--- config.mk ---
export PLATFORM = sky130hd
export DESIGN_NAME = soe_input_config_status_reg
export DESIGN_NICKNAME = d
export VERILOG_FILES = /design/src/soe_pkg.sv /design/src/soe_chatter.sv /design/src/soe_input_config_status_reg.sv
export SDC_FILE = /design/constraint.sdc
export NUM_CORES = 1
export LEC_CHECK = 0
export ABC_CLOCK_PERIOD_IN_PS = 3500
export BUFFER_PORTS_ARGS = -buffer_cell sky130_fd_sc_hd__buf_2
export CORE_UTILIZATION = 57
export CTS_CLUSTER_SIZE = 25
export DETAILED_ROUTE_END_ITERATION = 10
export GPL_TIMING_DRIVEN = 0
export PLACE_DENSITY = 0.81
export SLEW_MARGIN = 20
export SYNTH_ARGS = -nofsm -noshare
export SYNTH_HDL_FRONTEND = slang
export SYNTH_SLANG_ARGS = --single-unit
export TNS_END_PERCENT = 20
--- constraint.sdc ---
create_clock -name pclk -period 3.5 [get_ports pclk]
set_clock_uncertainty 0.15 [all_clocks]
set_input_delay 0.7 -clock pclk [delete_from_list [all_inputs] [get_ports pclk]]
set_output_delay 0.7 -clock pclk [all_outputs]
set_load 0.02 [all_outputs]
--- src/soe_pkg.sv ---
// constants for the sequence-of-events configuration and status word
package soe_pkg;
    // register byte offsets
    localparam logic [11:0] CFG_STAT_OFF  = 12'h034;  // word index 13
    localparam logic [11:0] IRQ_STAT_OFF  = 12'h040;
    localparam logic [11:0] IRQ_MASK_OFF  = 12'h044;
    localparam logic [11:0] CHAT_STAT_OFF = 12'h048;
    localparam int          CFG_WORD_IDX  = 13;
    // configuration / status field positions
    localparam int B_CONFIGURE = 0;
    localparam int B_FORCE_ERR = 1;
    localparam int B_FUSE_EN   = 6;
    localparam int B_FUSE_FLT  = 7;
    localparam int B_CONTACT   = 8;
    localparam int B_AUX_FAIL  = 9;
    localparam int B_GND_EN    = 10;
    localparam int B_GND_FLT   = 11;
    localparam int B_CHAT_DIS  = 12;
    localparam int B_CHAT_OPT  = 13;
    localparam int B_CLK_SYNC  = 14;
    // writable configuration bits
    localparam logic [15:0] CFG_WMASK  = 16'h3543;
    localparam logic [15:0] CFG_RESET  = 16'h0000;
    // interrupt status layout
    localparam int I_FUSE    = 0;
    localparam int I_AUX     = 1;
    localparam int I_GND     = 2;
    localparam int I_CHATTER = 3;
    localparam int I_ATTN    = 4;
    localparam logic [4:0] IRQ_MASK_RESET = 5'h00;
    // chatter timing
    localparam int  CLK_HZ       = 20000000;
    localparam int  CHAT_WIN_MS  = 100;
    localparam int  CHAT_WIN_CYC = CLK_HZ / 1000 * CHAT_WIN_MS;
    localparam logic [2:0] CHAT_BURST = 3'h4;
endpackage : soe_pkg

--- src/soe_chatter.sv ---
// per-channel chatter detector
`timescale 1ns/1ns
module soe_chatter (
    input  wire logic        pclk,
    input  wire logic        presetn,
    input  wire logic        run,
    input  wire logic        opt_burst,
    input  wire logic        win_tick,
    input  wire logic        buf_read,
    input  wire logic        in_level,
    output logic             chatter
);
    logic       prev_q;
    logic [2:0] cnt_q;
    logic       change;

    assign change = run && (in_level != prev_q);

    always_ff @(posedge pclk or negedge presetn) begin
        if (!presetn) begin
            prev_q <= 1'b0;
        end else begin
            prev_q <= in_level;
        end
    end

    // change count; reset by buffer read with the burst option, by window tick without it
    always_ff @(posedge pclk or negedge presetn) begin
        if (!presetn) begin
            cnt_q <= 3'h0;
        end else if (!run) begin
            cnt_q <= 3'h0;
        end else if ((opt_burst && buf_read) || (!opt_burst && win_tick)) begin
            cnt_q <= change ? 3'h1 : 3'h0;
        end else if (change && cnt_q != 3'h7) begin
            cnt_q <= cnt_q + 3'h1;
        end
    end

    assign chatter = opt_burst ? (cnt_q >= soe_pkg::CHAT_BURST) : (cnt_q > 3'h1);
endmodule : soe_chatter

--- src/soe_input_config_status_reg.sv ---
// apb configuration/status word with fault flags, chatter control and interrupt
//
// Design decision made here: register access over APB.
`timescale 1ns/1ns
module soe_input_config_status_reg (
    input  wire logic        pclk,
    input  wire logic        presetn,
    input  wire logic        psel,
    input  wire logic        penable,
    input  wire logic        pwrite,
    input  wire logic [11:0] paddr,
    input  wire logic [31:0] pwdata,
    output logic [31:0]      prdata,
    output logic             pready,
    output logic             pslverr,
    input  wire logic        fuse_blown,
    input  wire logic        aux_fail,
    input  wire logic        gnd_fault,
    input  wire logic        clk_sync,
    input  wire logic [15:0] chan_in,
    input  wire logic        event_buf_read,
    output logic             module_run,
    output logic             internal_err,
    output logic             external_err,
    output logic             attention,
    output logic             chatter_ctl_en,
    output logic [15:0]      chatter_flag,
    output logic             irq
);
    typedef enum logic [1:0] {
        SOE_IDLE = 2'b00,
        SOE_RUN  = 2'b01,
        SOE_ERR  = 2'b10
    } soe_state_t;

    soe_state_t  state_q;
    logic [15:0] cfg_q;
    logic [15:0] status;
    logic [4:0]  ista_q;
    logic [4:0]  imask_q;
    logic [4:0]  ev;
    logic [31:0] win_q;
    logic        win_tick;
    logic        fuse_q;
    logic        aux_q;
    logic        gnd_q;
    logic        wr_en;
    logic        rd_en;
    logic        hit;
    logic        chat_any;
    logic        attn;
    logic        ext_err;
    logic        attn_q;
    logic        ext_q;
    logic        irq_q;
    logic [15:0] chat_raw;
    logic [15:0] chat_q;

    function automatic logic dec(input logic [11:0] a, input logic [11:0] off);
        dec = (a == off);
    endfunction : dec

    assign pready = 1'b1;
    assign wr_en  = psel && penable && pwrite;
    assign rd_en  = psel && penable && !pwrite;
    assign hit    = dec(paddr, soe_pkg::CFG_STAT_OFF) || dec(paddr, soe_pkg::IRQ_STAT_OFF)
                 || dec(paddr, soe_pkg::IRQ_MASK_OFF) || dec(paddr, soe_pkg::CHAT_STAT_OFF);
    assign pslverr = psel && penable && !hit;

    // configuration register; unused bits dropped
    always_ff @(posedge pclk or negedge presetn) begin
        if (!presetn) begin
            cfg_q <= soe_pkg::CFG_RESET;
        end else if (wr_en && dec(paddr, soe_pkg::CFG_STAT_OFF)) begin
            cfg_q <= pwdata[15:0] & soe_pkg::CFG_WMASK;
        end
    end

    // operating state
    always_ff @(posedge pclk or negedge presetn) begin
        if (!presetn) begin
            state_q <= SOE_IDLE;
        end else begin
            case (state_q)
                SOE_IDLE: begin
                    if (cfg_q[soe_pkg::B_CONFIGURE]) begin
                        // a forced error blocks the start
                        state_q <= cfg_q[soe_pkg::B_FORCE_ERR] ? SOE_ERR : SOE_RUN;
                    end
                end
                SOE_RUN: begin
                    if (!cfg_q[soe_pkg::B_CONFIGURE]) begin
                        state_q <= SOE_IDLE;
                    end else if (cfg_q[soe_pkg::B_FORCE_ERR]) begin
                        state_q <= SOE_ERR;
                    end
                end
                SOE_ERR: begin
                    if (!cfg_q[soe_pkg::B_FORCE_ERR]) begin
                        state_q <= cfg_q[soe_pkg::B_CONFIGURE] ? SOE_RUN : SOE_IDLE;
                    end
                end
                default: state_q <= SOE_IDLE;
            endcase
        end
    end

    assign module_run   = (state_q == SOE_RUN);
    assign internal_err = cfg_q[soe_pkg::B_FORCE_ERR];

    // supervision flags, one per fault; fuse gated by its enable, aux and ground both gated by the contact bit
    always_ff @(posedge pclk or negedge presetn) begin
        if (!presetn) begin
            fuse_q <= 1'b0;
        end else begin
            fuse_q <= cfg_q[soe_pkg::B_FUSE_EN] && fuse_blown;
        end
    end

    always_ff @(posedge pclk or negedge presetn) begin
        if (!presetn) begin
            aux_q <= 1'b0;
        end else begin
            aux_q <= cfg_q[soe_pkg::B_CONTACT] && aux_fail;
        end
    end

    always_ff @(posedge pclk or negedge presetn) begin
        if (!presetn) begin
            gnd_q <= 1'b0;
        end else begin
            gnd_q <= cfg_q[soe_pkg::B_CONTACT] && gnd_fault;
        end
    end

    assign ext_err = fuse_q || aux_q || gnd_q;
    assign attn = fuse_q || aux_q || (gnd_q && cfg_q[soe_pkg::B_GND_EN])
               || cfg_q[soe_pkg::B_FORCE_ERR];

    // error and attention outputs from flops
    always_ff @(posedge pclk or negedge presetn) begin
        if (!presetn) begin
            ext_q <= 1'b0;
        end else begin
            ext_q <= ext_err;
        end
    end

    always_ff @(posedge pclk or negedge presetn) begin
        if (!presetn) begin
            attn_q <= 1'b0;
        end else begin
            attn_q <= attn;
        end
    end

    assign external_err = ext_q;
    assign attention    = attn_q;

    // status word
    always_comb begin
        status = 16'h0000;
        status[soe_pkg::B_CONFIGURE] = cfg_q[soe_pkg::B_CONFIGURE];
        status[soe_pkg::B_FORCE_ERR] = cfg_q[soe_pkg::B_FORCE_ERR];
        status[soe_pkg::B_FUSE_EN]   = cfg_q[soe_pkg::B_FUSE_EN];
        status[soe_pkg::B_FUSE_FLT]  = fuse_q;
        status[soe_pkg::B_CONTACT]   = cfg_q[soe_pkg::B_CONTACT];
        status[soe_pkg::B_AUX_FAIL]  = aux_q;
        status[soe_pkg::B_GND_EN]    = cfg_q[soe_pkg::B_GND_EN];
        status[soe_pkg::B_GND_FLT]   = gnd_q;
        status[soe_pkg::B_CHAT_DIS]  = cfg_q[soe_pkg::B_CHAT_DIS];
        status[soe_pkg::B_CHAT_OPT]  = cfg_q[soe_pkg::B_CHAT_OPT];
        status[soe_pkg::B_CLK_SYNC]  = clk_sync;
    end

    // 100 ms window for rate-based chatter
    always_ff @(posedge pclk or negedge presetn) begin
        if (!presetn) begin
            win_q <= 32'h0000_0000;
        end else if (!module_run || win_tick) begin
            win_q <= 32'h0000_0000;
        end else begin
            win_q <= win_q + 32'h0000_0001;
        end
    end

    assign win_tick = (win_q == 32'(soe_pkg::CHAT_WIN_CYC - 1));

    assign chatter_ctl_en = !cfg_q[soe_pkg::B_CHAT_DIS];

    for (genvar i = 0; i < 16; i++) begin : g_chat
        soe_chatter u_chat (
            .pclk      (pclk),
            .presetn   (presetn),
            .run       (module_run && chatter_ctl_en),
            .opt_burst (cfg_q[soe_pkg::B_CHAT_OPT]),
            .win_tick  (win_tick),
            .buf_read  (event_buf_read),
            .in_level  (chan_in[i]),
            .chatter   (chat_raw[i])
        );
    end

    // chatter flags from flops
    always_ff @(posedge pclk or negedge presetn) begin
        if (!presetn) begin
            chat_q <= 16'h0000;
        end else begin
            chat_q <= chat_raw;
        end
    end

    assign chatter_flag = chat_q;
    assign chat_any = |chat_raw;
    assign ev = {attn, chat_any, gnd_q, aux_q, fuse_q};

    // sticky events; set wins over clear-on-read
    always_ff @(posedge pclk or negedge presetn) begin
        if (!presetn) begin
            ista_q <= 5'h00;
        end else if (rd_en && dec(paddr, soe_pkg::IRQ_STAT_OFF)) begin
            ista_q <= ev;
        end else begin
            ista_q <= ista_q | ev;
        end
    end

    always_ff @(posedge pclk or negedge presetn) begin
        if (!presetn) begin
            imask_q <= soe_pkg::IRQ_MASK_RESET;
        end else if (wr_en && dec(paddr, soe_pkg::IRQ_MASK_OFF)) begin
            imask_q <= pwdata[4:0];
        end
    end

    always_ff @(posedge pclk or negedge presetn) begin
        if (!presetn) begin
            irq_q <= 1'b0;
        end else begin
            irq_q <= |(ista_q & imask_q);
        end
    end

    assign irq = irq_q;

    // read data registered at the end of the setup phase
    always_ff @(posedge pclk or negedge presetn) begin
        if (!presetn) begin
            prdata <= 32'h0000_0000;
        end else if (psel && !penable && !pwrite) begin
            case (paddr)
                soe_pkg::CFG_STAT_OFF:  prdata <= {16'h0000, status};
                soe_pkg::IRQ_STAT_OFF:  prdata <= {27'h0000000, ista_q | ev};
                soe_pkg::IRQ_MASK_OFF:  prdata <= {27'h0000000, imask_q};
                soe_pkg::CHAT_STAT_OFF: prdata <= {16'h0000, chatter_flag};
                default:                prdata <= 32'h0000_0000;
            endcase
        end
    end
endmodule : soe_input_config_status_reg

==> After elaboration in Yosys (flattened, before gate mapping) <==
Cells that the tools add are included.
{ "op_classes": {"n_bitwise": 2, "reduce_logical": 67, "n_mux": 90, "eq_ne": 58, "magnitude_cmp": 32, "addsub": 17} }
{ "ops": {"columns": ["cell", "count"], "rows": [
  ["two-way mux 3 bit", 48],
  ["case mux 16 bit (4 select lines)", 1],
  ["!= test 3 bit (second input constant)", 17],
  ["adder 3 x 1 -> 3 bit (second input constant)", 16],
  ["greater-or-equal comparator 3 bit (second input constant)", 16],
  ["> comparator 3 x 1 -> 1 bit (second input constant)", 16],
  ["logical AND 1 bit", 48],
  ["!= test 3 x 2 -> 1 bit (second input constant)", 16],
  ["== test 12 x 7 -> 1 bit (second input constant)", 3],
  ["two-way mux 1 bit", 33],
  ["adder 32 x 1 -> 32 bit (second input constant)", 1],
  ["== test 32 x 21 -> 1 bit (second input constant)", 1],
  ["two-way mux 32 bit", 1],
  ["!= test 1 bit", 16],
  ["OR reduction 16 bit", 1],
  ["== test 12 x 6 -> 1 bit (second input constant)", 1],
  ["two-way mux 2 bit", 5],
  ["logical OR 1 bit", 9],
  ["logical NOT 1 bit", 6],
  ["case mux 2 bit (3 select lines)", 1],
  ["bitwise AND 5 bit", 1],
  ["two-way mux 5 bit", 1],
  ["OR 5 bit", 1],
  ["OR reduction 5 bit", 1],
  ["5 further kinds", 6]
]} }
{ "word_totals": {"out_inout_bits": 56, "word_cells": 311, "inputBits": 70, "regBits": 169} }

==> Longest topological paths before layout <==
Gate-level depths: netlist (run 1).
{ "depth": {"word_depth": 7, "mapped_depth": 7} }

==> Modules after synthesis <==
A second synthesis (run 1) with hierarchy kept.
{ "unflattened": {"hier_cells": 834, "hier_area_um2": 8265.4} }
{ "modules_own_cells": {"columns": ["mod", "area_each_um2", "cells_per_inst", "instances", "seq_area_each_um2"], "rows": [
  ["soe_input_config_status_reg", 4285.4, 421, 1, 2227.1],
  ["soe_chatter (g_chat[10].u_chat ...)", 250.2, 26, 15, 100.1],
  ["soe_chatter (g_chat[0].u_chat)", 226.5, 23, 1, 100.1]
]} }

==> Worst setup path after synthesis (run 1) <==
OpenSTA, ideal clock, no wires.
{ "synth_timing": {"kind": "input port to output port", "from": "input port paddr[1]", "to": "output port pslverr", "arrival_ns": 2.270, "n_path_buf": 2, "slack_ns": 0.380, "cell_stages": 5, "cell_sequence": "or4b_2 > and4b_1 > clkbuf_1 > clkbuf_1 > nor4_1"} }
{ "synth_between": {"elab_chain_len": 6} }
{ "synth_rtl": {"columns": ["item", "line", "source"], "rows": [
  ["start, declared", "soe_input_config_status_reg.sv:11", "input wire logic [11:0] paddr,"],
  ["== test 12 x 6 -> 1 bit or == test 12 x 7 -> 1 bit (tied branches)", "soe_input_config_status_reg.sv:60", "dec = (a == off);"],
  ["logical OR 1 bit", "soe_input_config_status_reg.sv:66", "assign hit = dec(paddr, soe_pkg::CFG_STAT_OFF) || dec(paddr, soe_pkg::IRQ_STAT_OFF)"],
  ["logical OR 1 bit", "soe_input_config_status_reg.sv:67", "|| dec(paddr, soe_pkg::IRQ_MASK_OFF) || dec(paddr, soe_pkg::CHAT_STAT_OFF);"],
  ["logical OR 1 bit (*)", "soe_input_config_status_reg.sv:67", null],
  ["logical NOT 1 bit (*)", "soe_input_config_status_reg.sv:68", "assign pslverr = psel && penable && !hit;"],
  ["logical AND 1 bit (*)", "soe_input_config_status_reg.sv:68", null],
  ["end, declared", "soe_input_config_status_reg.sv:15", "output logic pslverr,"]
]} }
Every way passes the cells marked *; elsewhere a longest branch is shown, timed or not.

==> Worst setup path after layout (run 1) <==
Same ends and word-level chain as after synthesis.

==> flow_metrics.tcl, run 1 <==
set metrics [dict create \
    grt_start_max_net_pins 92 \
    via_per_inst 5.85 \
    met2_usage 0.470 \
    use_met3 0.0579 \
    path_depth 7 \
    worst_r2r_path_depth 7 \
    ir_worst_vdd_mv 0.419 \
    powerDensity_mw_per_mm2 453 \
    grt_pass1_vias 6122 \
    drt-initial-drc-count 560 \
    cts_root_buf "clkbuf_16" \
    period_share 0.980 \
    routed_wl_um 18000 \
    ys_warn_count 0 \
    synth-seq-cells 153 \
    use_met1 0.346 \
    cts_htree_levels 4 \
    die-area_mm2 0.0138 \
    io_buffers 86 \
    seq_area_frac_synth 0.504 \
    die_x_um 117 \
    hold_ws_ps 37.9 \
    cts.clk_slew.worst_paths_ps 60 \
    synth_area_mm2 0.00760 \
    antenna_found_initial 0 \
    power_uw 4060 \
    start_util 0.592 \
    dp_slack_ps -156 \
    row_count 41 \
    synth_common_cells "dfrtp_1 (153), nor2_1 (100), o21ai_0 (61)" \
    ioPinCount 126 \
    detail-route-antenna-nets 0 \
    synthDistinctLibCells 47 \
    clock-sinks 153 \
    crit_top_cell "buf_2" \
    worst_setup_path_end_kind "output port" \
    yosys-top-cells-area "dfrtp_1 (50%), ha_1 (7.1%), nor2_1 (4.9%)" \
    synth_cells 740 \
    num_vias 6116 \
    crit_path_max_fanout 10 \
    critPathTopFamily "simple AND/OR/NAND/NOR gates" \
    crit_buf_inv 4 \
    antenna_cells 0 \
    die_h_um 117 \
    setup_tns_ps 0 \
    syn_avg_cell_area_um2 10.3 \
    synth_top_cell_area_share 0.504 \
    postCtsHoldBufs 0 \
    timing.fmax_mhz 292 \
    slew_violations 0 \
    numCtsBuffers 17 \
    synthArstFlopShare 1.00 \
    tritoncts "done" \
    routabilityCongestion 0.861 \
    ys.flop_type "dfrtp_1" \
    design_area_mm2 0.00896 \
    crit_chain "buf_2 > or4b_2 > and4b_1 > clkbuf_1 > clkbuf_4 > nor4_1 > buf_2" \
    busiest_layer "met2" \
    leakage_uw 0.00448 \
    cp.required_ps 2650 \
    layout-drive-gt1-share 0.204 \
    synth_edf_count 0 \
    crit_path_start_kind "input port" \
    clock_latency_ps 430 \
    setup_violations 0 \
    core_area_mm2 0.0128 \
    dr.pass1.iters 5 \
    hp-class "in2async" \
    syn2layout_area_growth_pct 17.9 \
    fin_crit_ps 3430 \
    grt_overflow 0 \
    route.detailed.drc 0 \
    rsz0062_at_grt "no" \
    cpMaxStageDelayCell "or4b_2" \
    worstPathArrival_ps 2580 \
    hold_viol_final 0 \
    slew_headroom 0.265 \
    routedWlPerCell_um 17.2 \
    yosysMostFrequentCell "dfrtp_1" \
    hpwl_um 12600 \
    yosysTopAreaCell "dfrtp_1" \
    status "finished clean" \
    slowest_delay_ps 700 \
    grt_pass1_wl_um 30200 \
    placed_cell_area_mm2 0.00834 \
    crit_type "in2out" \
    maxCapViolations 0 \
    grt.total_usage 0.280 \
    nets 974 \
    tightestPinTransition_ps 1090 \
    finalWorstSetupSlack_ps 69.5 \
    cts_buffer_depth 2 \
]
kinds of logic (layout without fill, tap and decap cells):
logic type      after synthesis  in the layout  share of synthesized area
compound gates              156            156                      0.134
xor+xnor                     46             46                     0.0530
fa+ha+maj                    43             43                     0.0708
buf+inv                      68            187                     0.0446
flops                       153            153                      0.504
mux                          26             26                     0.0384
other cells                   2             17                   0.000989
simple gates                246            246                      0.154
flip-flops by register name (all words and copies together) (netlist names), 2 cells and up:
signal                count
imask_q                   5
cfg_q                     7
g_chat.u_chat.cnt_q      48
prdata                   16
win_q                    32
chatter_flag             16
ista_q                    5
state_q                   2
g_chat.u_chat.prev_q     16
layer usage:
layer  vias to the layer above  routed length, um  share of wire
met4                         0                492          0.027
li1                       2836                  -              -
met2                       237               8890           0.49
met5                         -                  0              0
met3                        39               1100          0.061
met1                      3004               7560           0.42
through the flow:
stage / cells / util
after global placement: 1013 / 0.647
after global routing: 1046 / 0.699
after floorplan: 755 / -
final: 1046 / 0.699
after detailed placement: 1014 / 0.650
after CTS: 1046 / 0.698
repair_timing:
action                     4_1_cts  5_1_grt
gates resized for setup          1        2
buffers inserted                 0        0
setup endpoints to repair        1        1
pin swaps                        0        0
final cells by class:
class / count / area [um^2]
fill: 932 / 3870
sequential: 153 / 3830
multi-input combinational: 534 / 3480
timing repair buffer: 87 / 468
clock buffer: 19 / 453
buffer: 40 / 238
tap: 172 / 215
clock inverter: 13 / 166
inverter: 28 / 105
report_power, final:
| group | total (uW) | switching [uW] | leakage (uW) | internal [uW] |
|---|---|---|---|---|
| Sequential | 1870 | 51.4 | 0.00207 | 1820 |
| Combinational | 279 | 166 | 0.00212 | 113 |
| Clock | 1910 | 742 | 0.000296 | 1160 |
| Total | 4060 | 960 | 0.00448 | 3100 |
cells in the final DEF (no fill, tap or decap), types with 7 or more instances in the layout:
| cell type | synthesis | final |
|---|---|---|
| dfrtp_1 | 153 | 153 |
| nor2_1 | 100 | 100 |
| buf_2 | 4 | 89 |
| o21ai_0 | 61 | 61 |
| nand2_1 | 59 | 59 |
| ha_1 | 43 | 43 |
| inv_1 | 28 | 28 |
| a21oi_1 | 28 | 28 |
| xnor2_1 | 25 | 25 |
| mux2_2 | 25 | 25 |
| xor2_1 | 21 | 21 |
| nand3_1 | 17 | 17 |
| a32o_1 | 17 | 17 |
| buf_4 | 17 | 17 |
| conb_1 | 2 | 17 |
| clkbuf_16 | 0 | 17 |
| clkbuf_1 | 17 | 16 |
| nand4_1 | 13 | 13 |
| a22oi_1 | 12 | 12 |
| a21o_1 | 11 | 11 |
| a211oi_1 | 11 | 11 |
| nor4_1 | 8 | 8 |
| or4_1 | 7 | 7 |
| o31ai_1 | 7 | 7 |
worst register-to-register path: stages (launching register included):
cell	delay, ps
dfrtp_1	330
clkbuf_1	450
clkbuf_1	530
nor2_1	110
a21oi_1	390
nand4_1	160
or4_1	550
o31a_1	320
worst paths after layout:
kind | startpoint | end | slack (ps)
worst min register to register | prdata[4] | prdata[4] | 340
worst max register to register | cfg_q[13] | prdata[3] | 400
worst max-delay path | paddr[1] | pslverr | 70
worst min-delay path | presetn | win_q[19] | 40
max in group asynchronous | presetn | g_chat[4].u_chat.prev_q | 2360
min in group pclk | chan_in[15] | g_chat[15].u_chat.prev_q | 250
(Power assumes the default switching activity.)
==> run 2, diff against run 1 <==
Settings changed: BUFFER_PORTS_ARGS -buffer_cell sky130_fd_sc_hd__buf_2 to -buffer_cell sky130_fd_sc_hd__clkbuf_2, RECOVER_POWER set to 100.
==> run 2 against run 1 <==
  * The run now ends with max-capacitance violations, max-slew violations left
  * Count of clock-buffer cells in the layout rose by 4
  * Die area did not move
  * Critical path depth fell by 1
  * Hold slack improved by 220 ps
  * Flip-flop and latch count did not move
  * Register-to-register slack barely moved
  * Via count rose by 1.6%
  * Non-clock buffer count fell by 1
  * Largest power group is now sequential cells
==> flow_metrics.tcl, run 2 (synthesized netlist as in run 1, its figures left out) <==
set metrics [dict create \
    status "finished with violations" \
    grt_overflow 0 \
    die-area_mm2 0.0138 \
    cpMaxStageDelayCell "or4b_2" \
    maxCapViolations 1 \
    grt_start_max_net_pins 87 \
    grt_pass1_wl_um 30400 \
    largest_reg_flops 48 \
    leakage_uw 0.00421 \
    antenna_cells 0 \
    timing.rr.start "cfg_q[13]" \
    reg.largest.list "g_chat.u_chat.cnt_q (48), win_q (32)" \
    hold_ws_ps 260 \
    placed_cell_area_mm2 0.00833 \
    layout_common_cells "dfrtp_1 (153), nor2_1 (100), clkbuf_1 (81), o21ai_0 (61), nand2_1 (59)" \
    period_share 0.973 \
    cts.clk_slew.worst_paths_ps 60 \
    final_common_cell "dfrtp_1" \
    drt-initial-drc-count 672 \
    postCtsHoldBufs 0 \
    post-cts-setup-buffer-count 0 \
    numCtsBuffers 17 \
    grt_pass1_vias 6227 \
    io_buffers 86 \
    syn2layout_area_growth_pct 15.5 \
    n_fill_cell 956 \
    dr.pass1.iters 6 \
    hold_viol_final 0 \
    routedWlPerCell_um 17.7 \
    hp-class "in2reg" \
    cp.required_ps 2650 \
    nets 973 \
    detail-route-antenna-nets 0 \
    violations "max-capacitance violations, max-slew violations" \
    worstPathArrival_ps 2560 \
    routed_wl_um 18500 \
    ioPinCount 126 \
    largest-register "g_chat.u_chat.cnt_q" \
    crit_chain "clkbuf_1 > or4b_2 > and4b_1 > clkbuf_4 > nor4_1 > clkbuf_2" \
    crit_path_start_kind "input port" \
    tightestPinTransition_ps 1700 \
    fin_crit_ps 3410 \
    clock-sinks 153 \
    rsz0062_at_grt "no" \
    worst_setup_path_end_kind "output port" \
    via_per_inst 5.95 \
    design_area_mm2 0.00877 \
    crit_start "paddr[1]" \
    start_util 0.592 \
    setup_violations 0 \
    tritoncts "done" \
    routabilityCongestion 0.859 \
    grt.total_usage 0.282 \
    hpwl_um 12800 \
    route.detailed.drc 0 \
    cts_root_buf "clkbuf_16" \
    timing.fmax_mhz 294 \
    die_x_um 117 \
    antenna_found_initial 0 \
    core_area_mm2 0.0128 \
    slew_violations 69 \
    cts_htree_levels 4 \
    crit_path_max_fanout 10 \
    layout-drive-gt1-share 0.126 \
    hold_start "chan_in[8]" \
    row_count 41 \
    slowest_delay_ps 720 \
    die_h_um 117 \
    slew_headroom -0.130 \
    cts_buffer_depth 2 \
    crit_type "in2out" \
    clock_latency_ps 430 \
    num_vias 6213 \
    powerDensity_mw_per_mm2 447 \
    ir_worst_vdd_mv 0.440 \
]
==> run 2: cell count changes in the layout (fill, tap and decap cells not counted), sizes merged <==
cell      delta
buf         -93
bufinv       -1
clkinvlp     -1
inv          -3
clkbuf      +96
==> run 2: worst max-delay path: cells and delay by family <==
kind | cells | cell delay (ps)
buf+inv | 3 | 590
simple gates | 3 | 1260
==> run 2: final cells by class <==
class / instances / area (um^2) / area share
Sequential cell: 153 / 3830 / 0.436
Multi-Input combinational cell: 534 / 3470 / 0.396
Clock buffer: 23 / 478 / 0.0545
Timing Repair Buffer: 87 / 367 / 0.0418
Tap cell: 172 / 215 / 0.0245
Buffer: 39 / 214 / 0.0244
Inverter: 28 / 105 / 0.0120
Clock inverter: 8 / 95.1 / 0.0108
==> run 2: layer usage <==
metal | GRT usage | vias up | wire length [um]
met5 | 0 | - | 0
met4 | 0.168 | 0 | 641
met3 | 0.0642 | 60 | 1200
met2 | 0.456 | 314 | 9090
met1 | 0.346 | 3005 | 7570
li1 | - | 2834 | -
==> run 2: worst paths after layout <==
kind                                            to  slack, ps  cells past startpoint
max in group asynchronous          chatter_flag[3]        620                      2
max reg2reg                              prdata[3]        400                      7
min                        g_chat[8].u_chat.prev_q        260                      1
min reg2reg                              prdata[5]        340                      2
min in group asynchronous                win_q[12]        540                      1
max                                        pslverr         90                      6
==> run 2: timing repair <==
item	CTS	global route
pin swaps	0	0
endpoints found under the setup margin	1	1
gates resized for setup	2	0
==> run 2: metrics by stage <==
stage / total power [uW] / instances / util / setup WS [ps] / setup TNS [ps]
2_1_floorplan: 2060 / 755 / - / 380 / 0
3_3_place_gp: 2150 / 1013 / 0.647 / -928 / -140040
3_5_place_dp: 2180 / 1014 / 0.650 / -157 / -157
4_1_cts: 3950 / 1045 / 0.695 / 31.5 / 0
5_1_grt: 4070 / 1044 / 0.684 / 52.6 / 0
6_report: 3920 / 1044 / 0.684 / 94.6 / 0
==> run 2: report_power, final <==
| part | internal, uW | total, uW | switching [uW] |
|---|---|---|---|
| Sequential | 1820 | 1870 | 48.6 |
| Clock | 1100 | 1780 | 685 |
| Combinational | 104 | 270 | 166 |
==> run 3, diff against run 2 <==
Settings changed: PLACE_DENSITY 0.81 to 0.84.
==> run 3 against run 2 <==
  * The run still ends with max-capacitance violations, max-slew violations left
  * Sequential share of layout area fell by 0.36 points
  * Non-clock buffer count rose by 1
  * Count of clock-buffer cells in the layout fell by 4
  * Die area did not move
  * Flip-flop and latch count did not move
  * Critical endpoint unchanged
  * Highest routed layer unchanged
==> flow_metrics.tcl, run 3 (synthesized netlist as in run 1, its figures left out) <==
set metrics [dict create \
    status "finished with violations" \
    violations "max-capacitance violations, max-slew violations" \
    power_uw 4140 \
    worstHoldPathCells 1 \
    hold_viol_final 0 \
    worstReg2RegEnd "prdata[3]" \
    rsz0062_at_grt "no" \
    clock-sinks 153 \
    core_area_mm2 0.0128 \
    layout_common_cells "dfrtp_1 (153), nor2_1 (100), clkbuf_1 (80), o21ai_0 (61), nand2_1 (59)" \
    hp-class "in2reg" \
    n_fill_cell 1006 \
    cts_buffer_depth 2 \
    dp.cells 1014 \
    routed_wl_um 17700 \
    leakage_uw 0.00425 \
    die-area_mm2 0.0138 \
    rrSetupSlack_ps 500 \
    grt_start_max_net_pins 88 \
    setup_violations 0 \
    route.detailed.drc 0 \
    die_x_um 117 \
    cp.required_ps 2650 \
    ir_worst_vdd_mv 0.399 \
    multi_input_area_mm2 0.00347 \
    antenna_cells 0 \
    routedWlPerCell_um 16.9 \
    grt_pass1_vias 6101 \
    post-cts-setup-buffer-count 0 \
    syn2layout_area_growth_pct 16.5 \
    area.sequential_mm2 0.00383 \
    tritoncts "done" \
    detail-route-antenna-nets 0 \
    crit_type "in2out" \
    slew_headroom -0.100 \
    hold_start "chan_in[15]" \
    worst_r2r_path_depth 7 \
    cts.clk_slew.worst_paths_ps 60 \
    worst_setup_path_end_kind "output port" \
    maxCapViolations 1 \
    powerDensity_mw_per_mm2 468 \
    worstPathArrival_ps 2500 \
    largest-register "g_chat.u_chat.cnt_q" \
    dp_slack_ps -96.6 \
    largest_reg_flops 48 \
    io_buffers 86 \
    dr.pass1.iters 6 \
    timing.rr.start "cfg_q[13]" \
    crit_path_start_kind "input port" \
    ioPinCount 126 \
    fin_crit_ps 3350 \
    finalWorstSetupSlack_ps 153 \
    hold_ws_ps 256 \
    crit_path_max_fanout 10 \
    num_vias 6028 \
    final_common_cell "dfrtp_1" \
    grt_pass1_wl_um 29600 \
    grt_overflow 0 \
    layout-drive-gt1-share 0.129 \
    reg.largest.list "g_chat.u_chat.cnt_q (48), win_q (32)" \
    clock_latency_ps 430 \
    die_h_um 117 \
    routabilityCongestion 0.910 \
    row_count 41 \
    tightestPinTransition_ps 1650 \
    grt.total_usage 0.274 \
    cts_root_buf "clkbuf_16" \
    start_util 0.592 \
    numCtsBuffers 17 \
    cts_htree_levels 4 \
    period_share 0.956 \
    antenna_found_initial 0 \
    via_per_inst 5.76 \
    final_core_utilization 0.690 \
    finalNonFillerCells 1046 \
    slew_violations 68 \
    hpwl_um 12000 \
    drt-initial-drc-count 605 \
    hold_path_end "g_chat[15].u_chat.prev_q" \
    nets 974 \
    timing.fmax_mhz 299 \
]
==> run 3: layer usage <==
metal	vias to the layer above	share of wire	track usage
met1	2954	0.43	0.356
met4	0	0.028	0.119
met5	-	0	0
met2	219	0.49	0.445
li1	2817	-	-
met3	38	0.054	0.0545
==> run 3: how the worst max path moves through the flow <==
stage	startpoint	cells after the start	end	slack [ps]
3_3_place_gp	presetn	1	g_chat[5].u_chat.cnt_q[2]	-1010
3_5_place_dp	paddr[1]	7	pslverr	-100
4_1_cts	paddr[1]	7	pslverr	70
6_report	paddr[1]	7	pslverr	150
5_1_grt	paddr[1]	7	pslverr	20
2_1_floorplan	paddr[1]	5	pslverr	380
==> run 3: final cells by class <==
| type | instances | area share |
|---|---|---|
| Sequential cell | 153 | 0.433 |
| Multi-Input combinational cell | 534 | 0.392 |
| Clock buffer | 19 | 0.0501 |
| Timing Repair Buffer | 87 | 0.0414 |
| Buffer | 40 | 0.0246 |
| Tap cell | 172 | 0.0243 |
| Clock inverter | 13 | 0.0226 |
| Inverter | 28 | 0.0119 |
==> run 3: worst max-delay path: stages <==
cell      delay, ps
clkbuf_1         90
or4b_2          710
and4b_1         270
clkbuf_1        230
buf_4           250
nor4_1           80
clkbuf_2        170
==> run 3: where the power goes <==
part	leakage (uW)	internal, uW	switching [uW]
logic	0.00187	104	164
registers	0.00207	1820	48.6
clock network	0.000316	1280	724
total	0.00425	3200	936
==> run 3: stage by stage <==
stage	setup TNS (ps)	area (um^2)
4_1_cts	0	8980
3_3_place_gp	-152740	8300
2_1_floorplan	0	7650
3_5_place_dp	-96.6	8330
5_1_grt	0	8850
6_report	0	8850
==> run 3: what timing repair did <==
action | 4_1_cts | 5_1_grt
hold buffers | 0 | 0
resized for setup | 1 | 3
endpoints found under the setup margin | 1 | 1
